<file path="src/rtl/uesh_map.vh">
// Register offsets, field positions and reset values of the endpoint status block
`ifndef UESH_MAP_VH
`define UESH_MAP_VH
// ==========================================
// Register offsets
`define UESH_OFS_EP_SELECT   8'hC7
`define UESH_OFS_EP_STATUS   8'hCE
`define UESH_OFS_EP_CONTROL  8'hD4
`define UESH_OFS_INT_FLAGS   8'hF8
`define UESH_OFS_INT_MASK    8'hF9
// ==========================================
// Status field positions
`define UESH_ST_DIR          7
`define UESH_ST_OUTB1        6
`define UESH_ST_STALL_REQUEST_FLAG      5
`define UESH_ST_INRDY        4
`define UESH_ST_STLCRC       3
`define UESH_ST_SETUP        2
`define UESH_ST_OUTB0        1
`define UESH_ST_INCMP        0
// ==========================================
// Control field positions and reset values
`define UESH_CT_EN           7
`define UESH_CT_DIR          2
`define UESH_CT_TYPE_HI      1
`define UESH_CT_TYPE_LO      0
`define UESH_CT_RST_EP0      8'h80
`define UESH_CT_RST_OTHER    8'h00
`define UESH_TYPE_CTRL       2'h0
`define UESH_TYPE_ISO        2'h1
// ==========================================
// Handshake codes toward the serial engine
`define UESH_HS_ACK          2'h0
`define UESH_HS_NAK          2'h1
`define UESH_HS_STALL        2'h2
`endif

</file>
<file path="src/rtl/uesh_ep_regs.v">
// Small per-endpoint register memory with registered read data
`include "uesh_map.vh"
`timescale 1ns/1ps
`default_nettype none
module uesh_ep_regs #(
	parameter NUM_EP = 7,
	parameter AW     = 3
) (
	// Clock and control
	input  wire          mclk_i,
	input  wire          rst_n_i,
	input  wire          ce_i,
	// Write port
	input  wire          we_i,
	input  wire [AW-1:0] waddr_i,
	input  wire [7:0]    wdata_i,
	// Read port
	input  wire [AW-1:0] raddr_i,
	output reg  [7:0]    rdata_o
);
	reg [7:0] mem_r [0:NUM_EP-1];
	integer k;
	// ==========================================
	// Storage; endpoint zero resets enabled as control
	always @(posedge mclk_i) begin
		if (!rst_n_i) begin
			for (k = 0; k < NUM_EP; k = k + 1) begin
				mem_r[k] <= (k == 0) ? `UESH_CT_RST_EP0 : `UESH_CT_RST_OTHER;
			end
			rdata_o <= 8'h00;
		end else if (ce_i) begin
			if (we_i) begin
				mem_r[waddr_i] <= wdata_i;
			end
			rdata_o <= mem_r[raddr_i];
		end
	end
endmodule
`default_nettype wire

</file>
<file path="src/rtl/uesh_top.v">
// Endpoint status and handshake logic of a full-speed device controller
// Structure
// The firmware side sees five byte registers: endpoint select, the status
// and control bytes of the selected endpoint, the interrupt flags and the
// interrupt mask. Control bytes sit in a small memory with a registered
// read port; a shadow copy per endpoint feeds the serial side, so both
// sides may look at different endpoints in the same cycle.
// Status bytes are plain flops because hardware and firmware both write
// them; a hardware set always beats a firmware clear in the same cycle,
// so firmware never loses an event it has not yet seen.
// The serial answers are combinational from the status of the endpoint
// the serial engine names, which keeps the handshake decision inside one
// cycle. Endpoint numbers above the last endpoint are not decoded: the
// select register accepts them, but status and control accesses are then
// ignored and read zero.
// The clock enable freezes every flop, including the read data register.
//
// Our own choice: the plain strobed port.
`include "uesh_map.vh"
`timescale 1ns/1ps
`default_nettype none
module uesh_top #(
	parameter NUM_EP = 7
) (
	// Clock, reset, enable
	input  wire       mclk_i,
	input  wire       rst_n_i,
	input  wire       ce_i,
	// Register port
	input  wire [7:0] reg_addr_i,
	input  wire [7:0] reg_wdata_i,
	input  wire       reg_wr_i,
	input  wire       reg_rd_i,
	output reg  [7:0] reg_rdata_o,
	// Serial engine events
	input  wire [2:0] sie_ep_i,
	input  wire       sie_in_token_i,
	input  wire       sie_in_sent_i,
	input  wire       sie_in_acked_i,
	input  wire       sie_out_b0_i,
	input  wire       sie_out_b1_i,
	input  wire       sie_setup_i,
	input  wire       sie_stlcrc_i,
	input  wire       sie_dir_in_i,
	input  wire       sie_fifo_empty_i,
	// Serial engine answers
	output wire [1:0] sie_handshake_o,
	output wire       sie_in_send_o,
	output wire       sie_zero_len_o,
	output wire       sie_out_b1_accept_o,
	// Interrupt
	output wire       irq_o
);
	// ==========================================
	// State
	reg  [3:0]        ep_select_r;
	reg  [7:0]        status_r [0:NUM_EP-1];
	reg  [NUM_EP-1:0] int_flags_r;
	reg  [NUM_EP-1:0] int_mask_r;
	reg  [7:0]        ctrl_sie_r [0:NUM_EP-1];
	reg               rd_ctrl_r;
	reg  [7:0]        rd_data_r;
	wire [7:0]        ctrl_rdata;
	wire [2:0]        sel = ep_select_r[2:0];
	wire [NUM_EP-1:0] int_flags_nxt;
	integer           k_sh;
	integer           k_st;

	// ==========================================
	// Decode helpers
	function hit;
		input [7:0] a;
		input [7:0] ofs;
		begin
			hit = (a == ofs);
		end
	endfunction

	function is_pingpong;
		input [2:0] ep;
		begin
			is_pingpong = (ep >= 3'h4) && (ep <= 3'h6);
		end
	endfunction

	wire sel_ok = (ep_select_r < NUM_EP);
	wire wr_ctl = reg_wr_i && hit(reg_addr_i, `UESH_OFS_EP_CONTROL) && sel_ok;
	wire wr_st  = reg_wr_i && hit(reg_addr_i, `UESH_OFS_EP_STATUS) && sel_ok;
	wire rd_st  = reg_rd_i && hit(reg_addr_i, `UESH_OFS_EP_STATUS) && sel_ok;
	wire rd_int = reg_rd_i && hit(reg_addr_i, `UESH_OFS_INT_FLAGS);

	// ==========================================
	// Control registers live in a small memory
	uesh_ep_regs #(.NUM_EP(NUM_EP), .AW(3)) u_regs (
		.mclk_i  (mclk_i),
		.rst_n_i (rst_n_i),
		.ce_i    (ce_i),
		.we_i    (wr_ctl),
		.waddr_i (sel),
		.wdata_i (reg_wdata_i),
		.raddr_i (sel),
		.rdata_o (ctrl_rdata)
	);

	// Shadow of the control type and enable for the serial side, one per endpoint
	always @(posedge mclk_i) begin
		if (!rst_n_i) begin
			for (k_sh = 0; k_sh < NUM_EP; k_sh = k_sh + 1) begin
				ctrl_sie_r[k_sh] <= (k_sh == 0) ? `UESH_CT_RST_EP0 : `UESH_CT_RST_OTHER;
			end
		end else if (ce_i && wr_ctl) begin
			ctrl_sie_r[sel] <= reg_wdata_i;
		end
	end

	wire [7:0] sie_ctl = ctrl_sie_r[sie_ep_i];
	wire [1:0] sie_type = sie_ctl[`UESH_CT_TYPE_HI:`UESH_CT_TYPE_LO];
	wire       sie_iso = (sie_type == `UESH_TYPE_ISO);
	wire [7:0] sie_st = status_r[sie_ep_i];

	// ==========================================
	// Handshake answers; stall wins over everything
	assign sie_handshake_o = sie_st[`UESH_ST_STALL_REQUEST_FLAG] ? `UESH_HS_STALL :
		(sie_in_token_i && !sie_st[`UESH_ST_INRDY]) ? `UESH_HS_NAK :
		`UESH_HS_ACK;
	assign sie_in_send_o  = sie_in_token_i && sie_st[`UESH_ST_INRDY] &&
		!sie_st[`UESH_ST_STALL_REQUEST_FLAG];
	assign sie_zero_len_o = sie_in_send_o && sie_fifo_empty_i;
	// Bank 1 stays closed until firmware clears its flag, iso never blocks
	assign sie_out_b1_accept_o = !sie_st[`UESH_ST_OUTB1] || sie_iso;

	// ==========================================
	// Status flags; hardware set wins over firmware clear
	always @(posedge mclk_i) begin
		if (!rst_n_i) begin
			for (k_st = 0; k_st < NUM_EP; k_st = k_st + 1) begin
				status_r[k_st] <= 8'h00;
			end
		end else if (ce_i) begin
			for (k_st = 0; k_st < NUM_EP; k_st = k_st + 1) begin
				// Firmware write first, then hardware events override
				if (wr_st && sel == k_st) begin
					status_r[k_st] <= reg_wdata_i;
				end
				if (sie_ep_i == k_st) begin
					if (sie_out_b1_i && is_pingpong(k_st[2:0]) &&
						sie_out_b1_accept_o) begin
						status_r[k_st][`UESH_ST_OUTB1] <= 1'b1;
					end
					if (sie_out_b0_i) begin
						status_r[k_st][`UESH_ST_OUTB0] <= 1'b1;
					end
					if (sie_setup_i) begin
						status_r[k_st][`UESH_ST_SETUP] <= 1'b1;
						// Direction only tracked on control endpoints
						if (sie_type == `UESH_TYPE_CTRL) begin
							status_r[k_st][`UESH_ST_DIR] <= sie_dir_in_i;
						end
					end
					if (sie_stlcrc_i) begin
						status_r[k_st][`UESH_ST_STLCRC] <= 1'b1;
					end
					// In ready clears on send for iso, on ack otherwise
					if (sie_st[`UESH_ST_INRDY] &&
						((sie_iso && sie_in_sent_i) ||
						(!sie_iso && sie_in_acked_i))) begin
						status_r[k_st][`UESH_ST_INRDY]  <= 1'b0;
						status_r[k_st][`UESH_ST_INCMP] <= 1'b1;
					end
				end
			end
		end
	end

	// Event pulse per endpoint: any hardware set of a status flag
	wire hw_clr_in = sie_st[`UESH_ST_INRDY] &&
		((sie_iso && sie_in_sent_i) || (!sie_iso && sie_in_acked_i));
	wire b1_set = sie_out_b1_i && is_pingpong(sie_ep_i) && sie_out_b1_accept_o;
	wire ev_any = hw_clr_in || b1_set || sie_out_b0_i || sie_setup_i || sie_stlcrc_i;

	// ==========================================
	// Interrupt mask, one enable bit per endpoint
	always @(posedge mclk_i) begin
		if (!rst_n_i) begin
			int_mask_r <= {NUM_EP{1'b0}};
		end else if (ce_i && reg_wr_i && hit(reg_addr_i, `UESH_OFS_INT_MASK)) begin
			int_mask_r <= reg_wdata_i[NUM_EP-1:0];
		end
	end

	// Next flag value per endpoint; a new event beats the clearing read
	// so an event that lands during the read is never lost
	genvar g;
	generate
		for (g = 0; g < NUM_EP; g = g + 1) begin : g_iflag
			assign int_flags_nxt[g] = (ev_any && (sie_ep_i == g)) ? 1'b1 :
				rd_int ? 1'b0 : int_flags_r[g];
		end
	endgenerate

	// Interrupt flags, cleared by reading them
	always @(posedge mclk_i) begin
		if (!rst_n_i) begin
			int_flags_r <= {NUM_EP{1'b0}};
		end else if (ce_i) begin
			int_flags_r <= int_flags_nxt;
		end
	end

	assign irq_o = |(int_flags_r & int_mask_r);

	// ==========================================
	// Read data, one cycle after the strobe
	always @(posedge mclk_i) begin
		if (!rst_n_i) begin
			rd_ctrl_r <= 1'b0;
			rd_data_r <= 8'h00;
		end else if (ce_i) begin
			rd_ctrl_r <= reg_rd_i && hit(reg_addr_i, `UESH_OFS_EP_CONTROL) && sel_ok;
			if (reg_rd_i) begin
				if (rd_st) begin
					rd_data_r <= status_r[sel];
				end else if (hit(reg_addr_i, `UESH_OFS_EP_SELECT)) begin
					rd_data_r <= {4'h0, ep_select_r};
				end else if (rd_int) begin
					rd_data_r <= {{(8-NUM_EP){1'b0}}, int_flags_r};
				end else if (hit(reg_addr_i, `UESH_OFS_INT_MASK)) begin
					rd_data_r <= {{(8-NUM_EP){1'b0}}, int_mask_r};
				end else begin
					rd_data_r <= 8'h00;
				end
			end
		end
	end

	always @* begin
		reg_rdata_o = rd_ctrl_r ? ctrl_rdata : rd_data_r;
	end

	// ==========================================
	// Endpoint select register
	always @(posedge mclk_i) begin
		if (!rst_n_i) begin
			ep_select_r <= 4'h0;
		end else if (ce_i && reg_wr_i && hit(reg_addr_i, `UESH_OFS_EP_SELECT)) begin
			ep_select_r <= reg_wdata_i[3:0];
		end
	end
endmodule
`default_nettype wire

</file>
<file path="config.mk">
export PLATFORM = sky130hd
export DESIGN_NAME = uesh_top
export DESIGN_NICKNAME = d
export VERILOG_FILES = /design/src/rtl/uesh_ep_regs.v /design/src/rtl/uesh_top.v
export VERILOG_INCLUDE_DIRS = /design/src /design/src/rtl
export SDC_FILE = /design/constraint.sdc
export NUM_CORES = 1
export LEC_CHECK = 0
export ABC_AREA = 1
export BUFFER_PORTS_ARGS = -buffer_cell sky130_fd_sc_hd__clkbuf_2
export CAP_MARGIN = 20
export CORE_MARGIN = 2
export CORE_UTILIZATION = 60
export CTS_BUF_LIST = sky130_fd_sc_hd__clkbuf_4
export CTS_CLUSTER_DIAMETER = 200
export CTS_CLUSTER_SIZE = 16
export DETAILED_ROUTE_END_ITERATION = 16
export GPL_TIMING_DRIVEN = 0
export PLACE_DENSITY = 0.78
export SETUP_SLACK_MARGIN = 0.15
export SYNTH_ARGS = -nofsm -noshare
export SYNTH_HDL_FRONTEND = slang
export SYNTH_HIERARCHICAL = 1
export SYNTH_SLANG_ARGS = --single-unit
</file>
<file path="constraint.sdc">
create_clock -name mclk_i -period 4.5 [get_ports mclk_i]
set_input_delay 0.45 -clock mclk_i [delete_from_list [all_inputs] [get_ports mclk_i]]
set_output_delay 0.45 -clock mclk_i [all_outputs]
set_load 0.1 [all_outputs]
</file>
# After elaboration in Yosys (flattened, before gate mapping)

Memories as Yosys holds them, arrays and structs flattened. A register that Yosys moved wholly into a read port is not among the register bits.
Index checks and enable logic that the tools add are counted.

Magnitude comparators: 3
Muxes and demuxes: 270
Equal/unequal tests: 18
Reduce and logical (&&, ||, !) cells: 70
Bitwise gates (word level): 53

Operators by type and width:

| kind                                                  | count |
|---|---|
| two-way mux 1 bit                                     | 251 |
| two-way mux 8 bit                                     | 11 |
| OR 1 bit                                              | 52 |
| equality test 8 bit, second input constant            | 5 |
| logical AND 1 bit                                     | 38 |
| two-way mux 7 bit                                     | 3 |
| equality test 3 bit, second input constant            | 6 |
| AND reduction 2 bit                                   | 8 |
| OR reduction 8 bit                                    | 2 |
| nonzero test 2 bit                                    | 7 |
| equality test 3 x 2 -> 1 bit, second input constant   | 4 |
| two-way mux 3 bit                                     | 4 |
| AND 7 bit                                             | 1 |
| OR reduction 7 bit                                    | 1 |
| equality test 3 x 1 -> 1 bit, second input constant   | 2 |
| zero test 3 bit                                       | 2 |
| logical OR 1 bit                                      | 6 |
| zero test 1 bit                                       | 5 |
| < comparator 4 x 3 -> 1 bit, second input constant    | 1 |
| >= comparator 3 bit, second input constant            | 1 |
| less-or-equal comparator 3 bit, second input constant | 1 |
| equality test 2 x 1 -> 1 bit, second input constant   | 1 |
| zero test 2 bit                                       | 1 |
| two-way mux 2 bit                                     | 1 |

Memory bits (writable): 168
Input bits: 33
Register bits after elaboration: 27
Logic and storage cells: 428
Memories: 3

Memory list:

| memory       | depth | bits a word | rd ports | clocked after memory_dff | write ports | line              | source |
|---|---|---|---|---|---|---|---|
| ctrl_sie_r   | 7     | 8           | 1        | 0                        | 7           | uesh_top.v:60     | `reg [7:0] ctrl_sie_r [0:NUM_EP-1];` |
| status_r     | 7     | 8           | 2        | 1                        | 7           | uesh_top.v:57     | `reg [7:0] status_r [0:NUM_EP-1];` |
| u_regs.mem_r | 7     | 8           | 1        | 1                        | 7           | uesh_ep_regs.v:21 | `reg [7:0] mem_r [0:NUM_EP-1];` |

# Logic depth before layout (Yosys ltp)

Gate-level depths: netlist (run 1).
An unclocked memory read counts as a cell.

Word-level depth: 13
Depth in mapped cells: 14
Gate-level depth less buffers: 14

# Modules after synthesis

The synthesis (run 1) kept the hierarchy.

Modules (own cells, without submodules):

| module       | cells each | times used | area an instance (um2) |
|---|---|---|---|
| uesh_top     | 744        | 1          | 5733.0 |
| uesh_ep_regs | 413        | 1          | 3440.8 |

# Worst setup path before layout (run 1)

OpenSTA, ideal clock, no wires.

Path type: input to output
From: input sie_ep_i[1]
To: output sie_handshake_o[0]
Buffers on the path: 1
Stages: 7
Required time: 4.050 ns
Setup slack: 0.005 ns
Data arrival time: 4.045 ns
Cell sequence: buf_2 > nor2_2 > inv_1 > o221ai_1 > nand2_1 > nand2_1 > nor3b_1

Longest elaborated chain between the ends: 5

Ends and longest elaborated chain:

| element                       | line           | source |
|---|---|---|
| start: declaration            | uesh_top.v:36  | `input wire [2:0] sie_ep_i,` |
| memory read (7 x 8 bit) *     | -              |  |
| zero test 1 bit               | uesh_top.v:124 | `` (sie_in_token_i && !sie_st[`UESH_ST_INRDY]) ? `UESH_HS_NAK : `` |
| logical AND 1 bit             | uesh_top.v:124 |  |
| two-way mux 1 bit (no line)   | -              |  |
| two-way mux 2 bit (no line) * | -              |  |
| end: declaration              | uesh_top.v:47  | `output wire [1:0] sie_handshake_o,` |

Every way passes the cells marked *; elsewhere a longest branch is shown, timed or not.

==> out/metrics.cfg, run 1 <==
[outcome]
status=finished, final reports clean

[setup_path]
critPathArrivalTime_ns=3.12
crit_type=register to register
endpoint_kind=register
cp.required_ns=4.72
path_max_fanout=10
startpoint_type=register

[global_routing]
antenna_found_initial=0
grt_pass1_vias=7476
grt_overflow=0
grt_max_degree=17
track_usage_pct=32.16
grt_pass1_wl_um=39400

[floorplan]
ioPinCount=47
dieHeight_um=127.7
num_rows=45
core_sq_mm=0.01509
start_util_pct=60.80
dieWidth_um=127.7
die-area_sq_mm=0.01629

[logic_synthesis]
ys_ff_latch=174
syn-mean-instance-area_sq_um=7.929
yosys.area_share.simple_pct=26.98
seq_area_frac_synth_pct=51.72
synth_top_area_cell=edfxtp_1
synth_compound_area_share_pct=10.61
synth_flop_cell=edfxtp_1
synth_top_family_by_area=simple AND/OR/NAND/NOR gates
async_flop_share_pct=0
synth_enable_flop_cells=126
syn_inst=1157
synth_area_leaders=edfxtp_1 41%, nand2_1 12%, dfxtp_1 10%, inv_1 7.4%, nor2_1 5.9%
yosysWarnings=6
synth_cell_types=45
synth_xor_area_share_pct=0
netlist.area_leader.share_pct=41.24
synthAdderAreaFrac_pct=0
synth_area_sq_mm=0.009174
synth_mux_area_share_pct=0.8320

[place]
place_ws_ns=1.671
placed_cell_area_sq_mm=0.009643
dp.cells=1390
gp_congestion=1.001
dp_hpwl_um=19580
io_buffers=43

[timing]
rsz0062_at_grt=false
max_slew_margin_pct=40.01
layout_min_cycle_time_ns=2.895
post-route-period-util_pct=64.32
layout_setup_ws_ns=1.605
setup-tns-final_ns=0
slew_violations=0
report.final.setup_viol=0
finClkSkew_ns=0.01904
hold_viol=0
fin_hold_ws_ns=0.1894
fmax_mhz=345.5
worst_slew_pin_slew_ns=0.8999

[cells_and_area]
multi_input_area_sq_mm=0.003542
diodes=0
layout.nets=1254
register_area_sq_mm=0.004745
final_area_sq_mm=0.009863
final_layout_size_suffix_gt1_share_pct=11.43
fin_cells=1422
syn_to_final_growth_pct=7.515
fillers=1310

[run]
timing.max_cap.violations=0

[clock_network]
cts_root_buf=clkbuf_4
cts_buffer_depth=2
cts_setup_buffers=0
clkTransAtPathRegs_ns=0.13
cts_htree_levels=4
cts_tree=yes
cts-hold-fix-buffers=0
clock_latency_ns=0.58
cts_resized=0
cts_buffers=17
numClockSinks=174

[pwr]
worst_ir_drop_vdd_uv=174.9
p_leak_nw=4.295
powerDensity_mw_per_mm2=289.4

[route]
totalWireLength_um=25620
ant_nets=0
wl_per_cell_um=18.01
drcViolationCount=0
vias=8254
first_pass_iters=5
vias_per_cell=5.805
first_iter_violations=1121

[hold_path]
min_path_type=input port to register

==> routing by layer <==
| layer | vias up | wire length, um | track usage (%) |
|---|---|---|---|
| met5 | - | 78 | 3.406 |
| met4 | 2 | 690 | 10.41 |
| met1 | 3818 | 10850 | 47.44 |
| met3 | 58 | 3376 | 9.432 |
| li1 | 3882 | - | - |
| met2 | 494 | 10620 | 45.45 |
==> sequential cells by signal (all words and copies together), names as in the netlist, named ones only <==
register        cells
u_regs/mem_r       64
ep_select_r         4
ctrl_sie_r         16
rd_ctrl_r           1
status_r           56
rd_data_r           8
int_mask_r          7
int_flags_r         7
u_regs/rdata_o      8
==> cell families (layout without fill, tap and decap cells) <==
group,after synthesis,after routing
and+or+nand+nor,570,570
buffers and inverters,230,306
AOI/OAI and AO/OA,175,175
DFF,174,174
muxes,7,7
other,1,2
==> final cells by class <==
type	instances	share of cell area, %
well taps	188	2.385
multi-input cells	754	35.91
clock inverters	9	0.4820
clock buffers	23	1.751
repair buffers	44	2.233
flip-flops and latches	174	48.10
inverters	188	7.155
plain buffers	42	1.979
==> report_power, final <==
| part | switching (W) | leakage [nW] | internal (W) | total, W |
|---|---|---|---|---|
| combinational | 0.000235 | 2.52 | 0.0000674 | 0.000302 |
| clock | 0.000520 | 0.130 | 0.000247 | 0.000767 |
| sequential | 0.0000200 | 1.64 | 0.00177 | 0.00179 |
==> cells in the final DEF, fill, tap and decap left out, types with 3 or more instances in the layout <==
cell type    n
o21ai_1      3
nand3_4      3
clkinv_2     4
clkinv_1     4
nor3_1      13
a21oi_1     50
nor2_1     143
mux2_2       5
inv_1      180
a21oi_2      3
o221ai_1     3
o31ai_1      9
edfxtp_1   126
nand4_1     10
inv_2        7
a31oi_1      3
o22ai_1     11
dfxtp_1     48
nand2_2     11
nand2_1    290
o21ai_0     83
buf_2       16
clkbuf_1    22
nor3b_1      5
clkbuf_2    43
nand3_2      3
clkbuf_4    23
nor2_2       5
nand3_1     74
nand2_4      3
==> per-stage QoR <==
| stage | total power [W] | util (%) |
|---|---|---|
| finish | 0.002855 | 65.36 |
| detailed placement | 0.002115 | 63.91 |
| global route | 0.002938 | 65.36 |
| global placement | 0.002109 | 63.87 |
| floorplan | 0.002018 | - |
| CTS | 0.002844 | 65.36 |
==> synth_stat cells (3+ instances only) <==
cell / n
a21oi_1: 50
a21oi_2: 3
a31oi_1: 3
buf_2: 15
clkbuf_1: 22
dfxtp_1: 48
edfxtp_1: 126
inv_1: 180
inv_2: 7
mux2_2: 5
nand2_1: 290
nand2_2: 11
nand2_4: 3
nand3_1: 74
nand3_2: 3
nand3_4: 3
nand4_1: 10
nor2_1: 143
nor2_2: 5
nor3_1: 13
nor3b_1: 7
o21ai_0: 83
o21ai_1: 3
o221ai_1: 3
o22ai_1: 11
o31ai_1: 9
==> path summary, 6_finish.rpt <==
check / start / endpoint / slack, ns / cells past startpoint
hold / removal: sie_dir_in_i / status_r[3][7]$_SDFFCE_PN0P_ / 0.19 / 3
setup reg to reg: ep_select_r[2]$_SDFFE_PN0P_ / u_regs/mem_r[5][2]$_DFFE_PP_ / 1.61 / 11
setup / recovery: ep_select_r[2]$_SDFFE_PN0P_ / u_regs/mem_r[5][2]$_DFFE_PP_ / 1.61 / 11
hold reg to reg: ctrl_sie_r[6][1]$_SDFFE_PN0P_ / ctrl_sie_r[6][1]$_SDFFE_PN0P_ / 0.47 / 2
==> worst max-delay path, cell delays in order (launching register included) <==
cell and delay, ns:
dfxtp_1 0.49, buf_2 0.27, inv_2 0.08, o21ai_2 0.22
nor2_1 0.12, nand2_1 0.14, inv_1 0.10, nand3_4 0.15
inv_2 0.09, nand2_2 0.11, nand2_1 0.07, a21oi_1 0.69
(Power assumes the default switching activity.)
==> run 2: changes to the inputs <==
Settings changed: ABC_AREA 1 to 0.
Clock period 4.5 ns to 2.7 ns, I/O delays scaled along.
==> run 2 against run 1 <==
Utilization is 4.4 points higher. Count of clock-buffer cells in the layout is 5 lower. Final cell count is 22% lower. Global-route usage is 0.29 points higher. Die area is 2.9% lower. Synthesized cell count is 27% lower. Critical path depth is 4 lower. Clock power is 99% higher. Critical endpoint is now status_r[0][0]$_SDFFCE_PN0P_.
==> out/metrics.cfg, run 2 <==
[global_routing]
track_usage_pct=32.45
grt_pass1_vias=7021
antenna_found_initial=0
grt_max_degree=17
grt_overflow=0
grt_pass1_wl_um=38720

[place]
io_buffers=41
gp_congestion=1.007
place_ws_ns=-0.4291
dp_hpwl_um=18760
placed_cell_area_sq_mm=0.009369
dp.cells=1066

[timing]
report.final.setup_viol=0
layout_setup_ws_ns=0.1105
worst_slew_pin_slew_ns=1.015
max_slew_margin_pct=32.34
rsz0062_at_grt=true
hold_viol=0
layout_min_cycle_time_ns=2.590
post-route-period-util_pct=95.91
fmax_mhz=386.2
setup-tns-final_ns=0
slew_violations=0
finClkSkew_ns=0.02113

[pwr]
powerDensity_mw_per_mm2=499.3
worst_ir_drop_vdd_uv=273.0
p_leak_nw=3.725

[cells_and_area]
largest_register_ffs=64
final_layout_size_suffix_gt1_share_pct=23.07
fin_cells=1116
syn_to_final_growth_pct=13.87
reg.largest.list=u_regs/mem_r x64, status_r x56, ctrl_sie_r x16
final_area_sq_mm=0.01014
layout.nets=952
final_cell_mix=126 x edfxtp_1, 123 x nand2_1, 72 x nor2_1
top_register=u_regs/mem_r
layout_commonest_cell=edfxtp_1
diodes=0

[logic_synthesis]
synth_enable_flop_cells=126
async_flop_share_pct=0
synth_flop_cell=edfxtp_1
netlist.area_leader.share_pct=42.50
netlist_top_cells_count=132 x nand2_1, 126 x edfxtp_1, 76 x nor2_1
synth_area_leaders=edfxtp_1 42%, dfxtp_1 11%, nand2_1 5.6%, mux2i_1 5.1%, mux2_2 4.2%
yosysMostFrequentCell=nand2_1
yosysWarnings=6
synth_top_area_cell=edfxtp_1
synth_cell_types=59
seq_area_frac_synth_pct=53.29
ys_ff_latch=174
syn-mean-instance-area_sq_um=10.60
synth_area_sq_mm=0.008904
syn_inst=840

[route]
first_iter_violations=1094
vias=7211
vias_per_cell=6.461
wl_per_cell_um=22.84
first_pass_iters=5
ant_nets=0
totalWireLength_um=25490
drcViolationCount=0

[floorplan]
core_sq_mm=0.01453
dieHeight_um=125.8
ioPinCount=47
die-area_sq_mm=0.01583
num_rows=44
dieWidth_um=125.8
start_util_pct=61.26

[clock_network]
clkTransAtPathRegs_ns=0.15
cts_tree=yes
numClockSinks=174
cts_htree_levels=4
cts_buffers=17
cts_root_buf=clkbuf_4
cts_buffer_depth=2
clock_latency_ns=0.57

[run]
timing.max_cap.violations=0

[setup_path]
path_max_fanout=11
reg2reg_setup_slack_ns=0.11
endpoint_kind=register
startpoint_type=register
cp.required_ns=3.10
reg2reg_depth=7
crit_type=register to register
critPathArrivalTime_ns=2.99

[hold_path]
whs_path_depth=3
min_path_type=input port to register

[outcome]
status=finished, final reports clean

==> run 2: changes by cell type after synthesis, moves of 15 or more <==
cell and delta:
a21oi_1 -22, mux2_2 +28, mux2i_1 +43, and2_1 +19, nor2_1 -67, nand3_1 -53, nand2b_1 +15, inv_1 -156
nand2_1 -158
==> run 2: worst paths after layout <==
kind,start,to
worst max-delay path,ep_select_r[2]$_SDFFE_PN0P_,status_r[0][0]$_SDFFCE_PN0P_
worst min-delay path,reg_wdata_i[5],int_mask_r[5]$_SDFFE_PN0P_
worst max register to register,ep_select_r[2]$_SDFFE_PN0P_,status_r[0][0]$_SDFFCE_PN0P_
worst min register to register,rd_data_r[7]$_SDFFE_PN0P_,rd_data_r[7]$_SDFFE_PN0P_
==> run 2: area by class of cell <==
cell class              count  area (sq um)
flip-flops and latches    174          4750
repair buffers             59         404.1
plain buffers              53         286.5
fillers                  1093          4395
clock inverters            14         158.9
multi-input cells         590          4084
clock buffers              18         135.1
inverters                  24         90.09
well taps                 184         230.2
==> run 2: logic make-up after synthesis <==
group                  count (synthesis)  share of synthesized area, %
muxes                                 92                         12.77
buffers and inverters                 77                         4.019
DFF                                  174                         53.29
AOI/OAI and AO/OA                    180                         12.93
other                                  1                       0.04212
and+or+nand+nor                      316                         16.95
==> run 2: through the flow <==
stage	power, W	hold WS [ns]	util (%)
floorplan	0.003356	0.4172	-
global placement	0.003504	0.4561	64.46
detailed placement	0.003524	0.4675	64.46
CTS	0.005034	0.01032	68.01
global route	0.005206	0.03670	69.76
finish	0.005062	0.05268	69.76
==> run 2: timing repair <==
item                       in CTS  in global routing
setup endpoints to repair     179                118
resized for setup              48                 37
setup buffers                   3                 14
hold buffers                    1                  0
pin swaps                       6                  9
cloned                          0                  0
hold endpoints to repair        2                  0
==> run 2: where the power goes <==
group | switching, W | total, W | internal [W]
registers | 0.0000365 | 0.00298 | 0.00295
logic | 0.000382 | 0.000549 | 0.000166
clock network | 0.000948 | 0.00153 | 0.000582
==> run 2: metal layers <==
layer / vias to the layer above / wire length (um) / GRT usage, % / part of all wire (%)
met3: 55 / 3327 / 8.709 / 13
met5: - / 0 / 0 / 0
met2: 485 / 11370 / 47.63 / 45
met1: 3426 / 10130 / 46.98 / 40
li1: 3245 / - / - / -
met4: 0 / 656 / 11.70 / 2.6
==> run 2: worst max-delay path: stages (launching register included) <==
cell and delay, ns:
dfxtp_4 0.41, buf_6 0.16, a311o_4 0.47, or4_1 0.71
nor3_4 0.32, buf_4 0.19, nand2_1 0.05, o21ai_0 0.11
==> run 3: changes to the inputs <==
Settings changed: PLACE_DENSITY 0.78 to 0.8.
==> run 3 against run 2 <==
Die area unchanged. Register-to-register slack better by 0.08 ns. Critical path depth down 1. Sequential power about the same. Highest routed layer unchanged. Final cell count down 0.27%.
==> out/metrics.cfg, run 3 (synthesis gave the netlist of run 2 again) <==
[place]
placed_cell_area_sq_mm=0.009369
dp.cells=1066
dp_hpwl_um=17440
io_buffers=41
gp_congestion=1.034

[pwr]
p_sw_w=0.001293
p_comb_share_pct=10.7
seqPwrFrac_pct=60.0
pwr-share-clk_pct=29.3
total_power_w=0.004968
worst_ir_drop_vdd_uv=330.6
powerDensity_mw_per_mm2=494.2
switching_share_pct=26.02
p_leak_nw=3.687
internal_power_w=0.003676

[floorplan]
start_util_pct=61.26
dieWidth_um=125.8
ioPinCount=47
dieHeight_um=125.8
die-area_sq_mm=0.01583
core_sq_mm=0.01453
num_rows=44

[route]
topRoutingLayerUsed=met4
wl_met2_um=10480
wl_per_cell_um=22.15
ant_nets=0
vias=7299
drcViolationCount=0
first_iter_violations=1093
vias_per_cell=6.558
met1_length_um=10180
route.met3.wl_um=3141
totalWireLength_um=24650
first_pass_iters=6

[timing]
report.final.setup_viol=0
worst_slew_pin_slew_ns=0.8443
hold_viol=0
rsz0062_at_grt=true
finClkSkew_ns=0.01443
setup-tns-final_ns=0
fmax_mhz=388.3
layout_min_cycle_time_ns=2.575
slew_violations=0
max_slew_margin_pct=42.92
post-route-period-util_pct=95.39

[setup_path]
path_max_fanout=2
endpoint_kind=primary output
critPathMaxStageDelay_ns=0.53
cpLargestDelayFamily=simple AND/OR/NAND/NOR gates
reg2reg_from=ep_select_r[2]$_SDFFE_PN0P_
path_buf_inv=1
cp.required_ns=2.43
crit_type=register to primary output
startpoint_type=register
worstPathCellList=mux4_2, nand2b_4, nand3_2, nor3_4, and2_4, clkbuf_16
cp-startpoint=status_r[2][5]$_SDFFCE_PN0P_
slowest_stage=mux4_2
critPathArrivalTime_ns=2.31

[global_routing]
grt_max_degree=17
grt_pass1_vias=6543
antenna_found_initial=1
grt_pass1_wl_um=36710
track_usage_pct=30.85
grt_overflow=0

[cells_and_area]
top_register=u_regs/mem_r
final_area_sq_mm=0.01005
fillers=1103
syn_to_final_growth_pct=12.91
layout.nets=948
register_area_sq_mm=0.004750
reg.largest.list=u_regs/mem_r x64, status_r x56, ctrl_sie_r x16
final_layout_size_suffix_gt1_share_pct=22.31
largest_register_ffs=64
layout_commonest_cell=edfxtp_1
final_cell_mix=126 x edfxtp_1, 124 x nand2_1, 72 x nor2_1
final_util_pct=69.17
fin_cells=1113
multi_input_area_sq_mm=0.004060

[clock_network]
cts_buffers=17
cts_tree=yes
clock_latency_ns=0.59
numClockSinks=174
cts_root_buf=clkbuf_4
cts_htree_levels=4
clkTransAtPathRegs_ns=0.13
cts_buffer_depth=2

[outcome]
status=finished, final reports clean

[hold_path]
min_from=reg_wdata_i[5]
min_path_type=input port to register

[run]
timing.max_cap.violations=0

run 3: worst paths after layout:
| kind | endpoint | slack (ns) | depth (start not counted) |
|---|---|---|---|
| worst max-delay path | sie_zero_len_o | 0.12 | 6 |
| worst min-delay path | int_mask_r[5]$_SDFFE_PN0P_ | 0.06 | 3 |
| worst max register to register | ctrl_sie_r[1][1]$_SDFFCE_PN0P_ | 0.19 | 6 |
| worst min register to register | rd_data_r[7]$_SDFFE_PN0P_ | 0.48 | 2 |
run 3: metrics by stage:
step | hold WS (ns) | setup slack [ns]
after global routing | 0.04248 | 0.03055
after CTS | 0.02842 | 0.1004
after detailed placement | 0.4601 | -0.4477
after global placement | 0.4465 | -0.3983
after floorplan | 0.4172 | -0.01753
final | 0.05734 | 0.1245
run 3: cell type report:
cell class / count / share of cell area [%]
clock buffers: 20 / 1.493
flip-flops and latches: 174 / 47.24
well taps: 184 / 2.290
inverters: 24 / 0.8961
repair buffers: 55 / 3.634
diodes: 1 / 0.02489
clock inverters: 12 / 1.207
plain buffers: 53 / 2.825
multi-input cells: 590 / 40.39
run 3: timing repair:
| item | in CTS | in global routing |
|---|---|---|
| setup endpoints to repair | 178 | 120 |
| hold buffers | 2 | 0 |
| pin swaps | 7 | 7 |
| hold endpoints to repair | 3 | 0 |
| gates resized for setup | 47 | 36 |
| buffers inserted | 4 | 8 |
run 3: per-layer routing:
layer	vias up	GRT usage, %
li1	3236	-
met1	3457	46.85
met2	527	44.13
met3	79	6.032
met4	0	11.89
met5	-	0
run 3: power groups by stage:
stage	registers, W	logic, W	clock network (W)
6_report	0.00298	0.000531	0.00146
5_1_grt	0.00299	0.000559	0.00156
4_1_cts	0.00298	0.000504	0.00146
3_5_place_dp	0.00304	0.000476	0
3_3_place_gp	0.00304	0.000469	0
2_1_floorplan	0.00303	0.000329	0
run 3: tightest hold or removal path: stages:
cell	delay, ns
clkbuf_2	0.17
mux2i_1	0.10
nor2_1	0.08
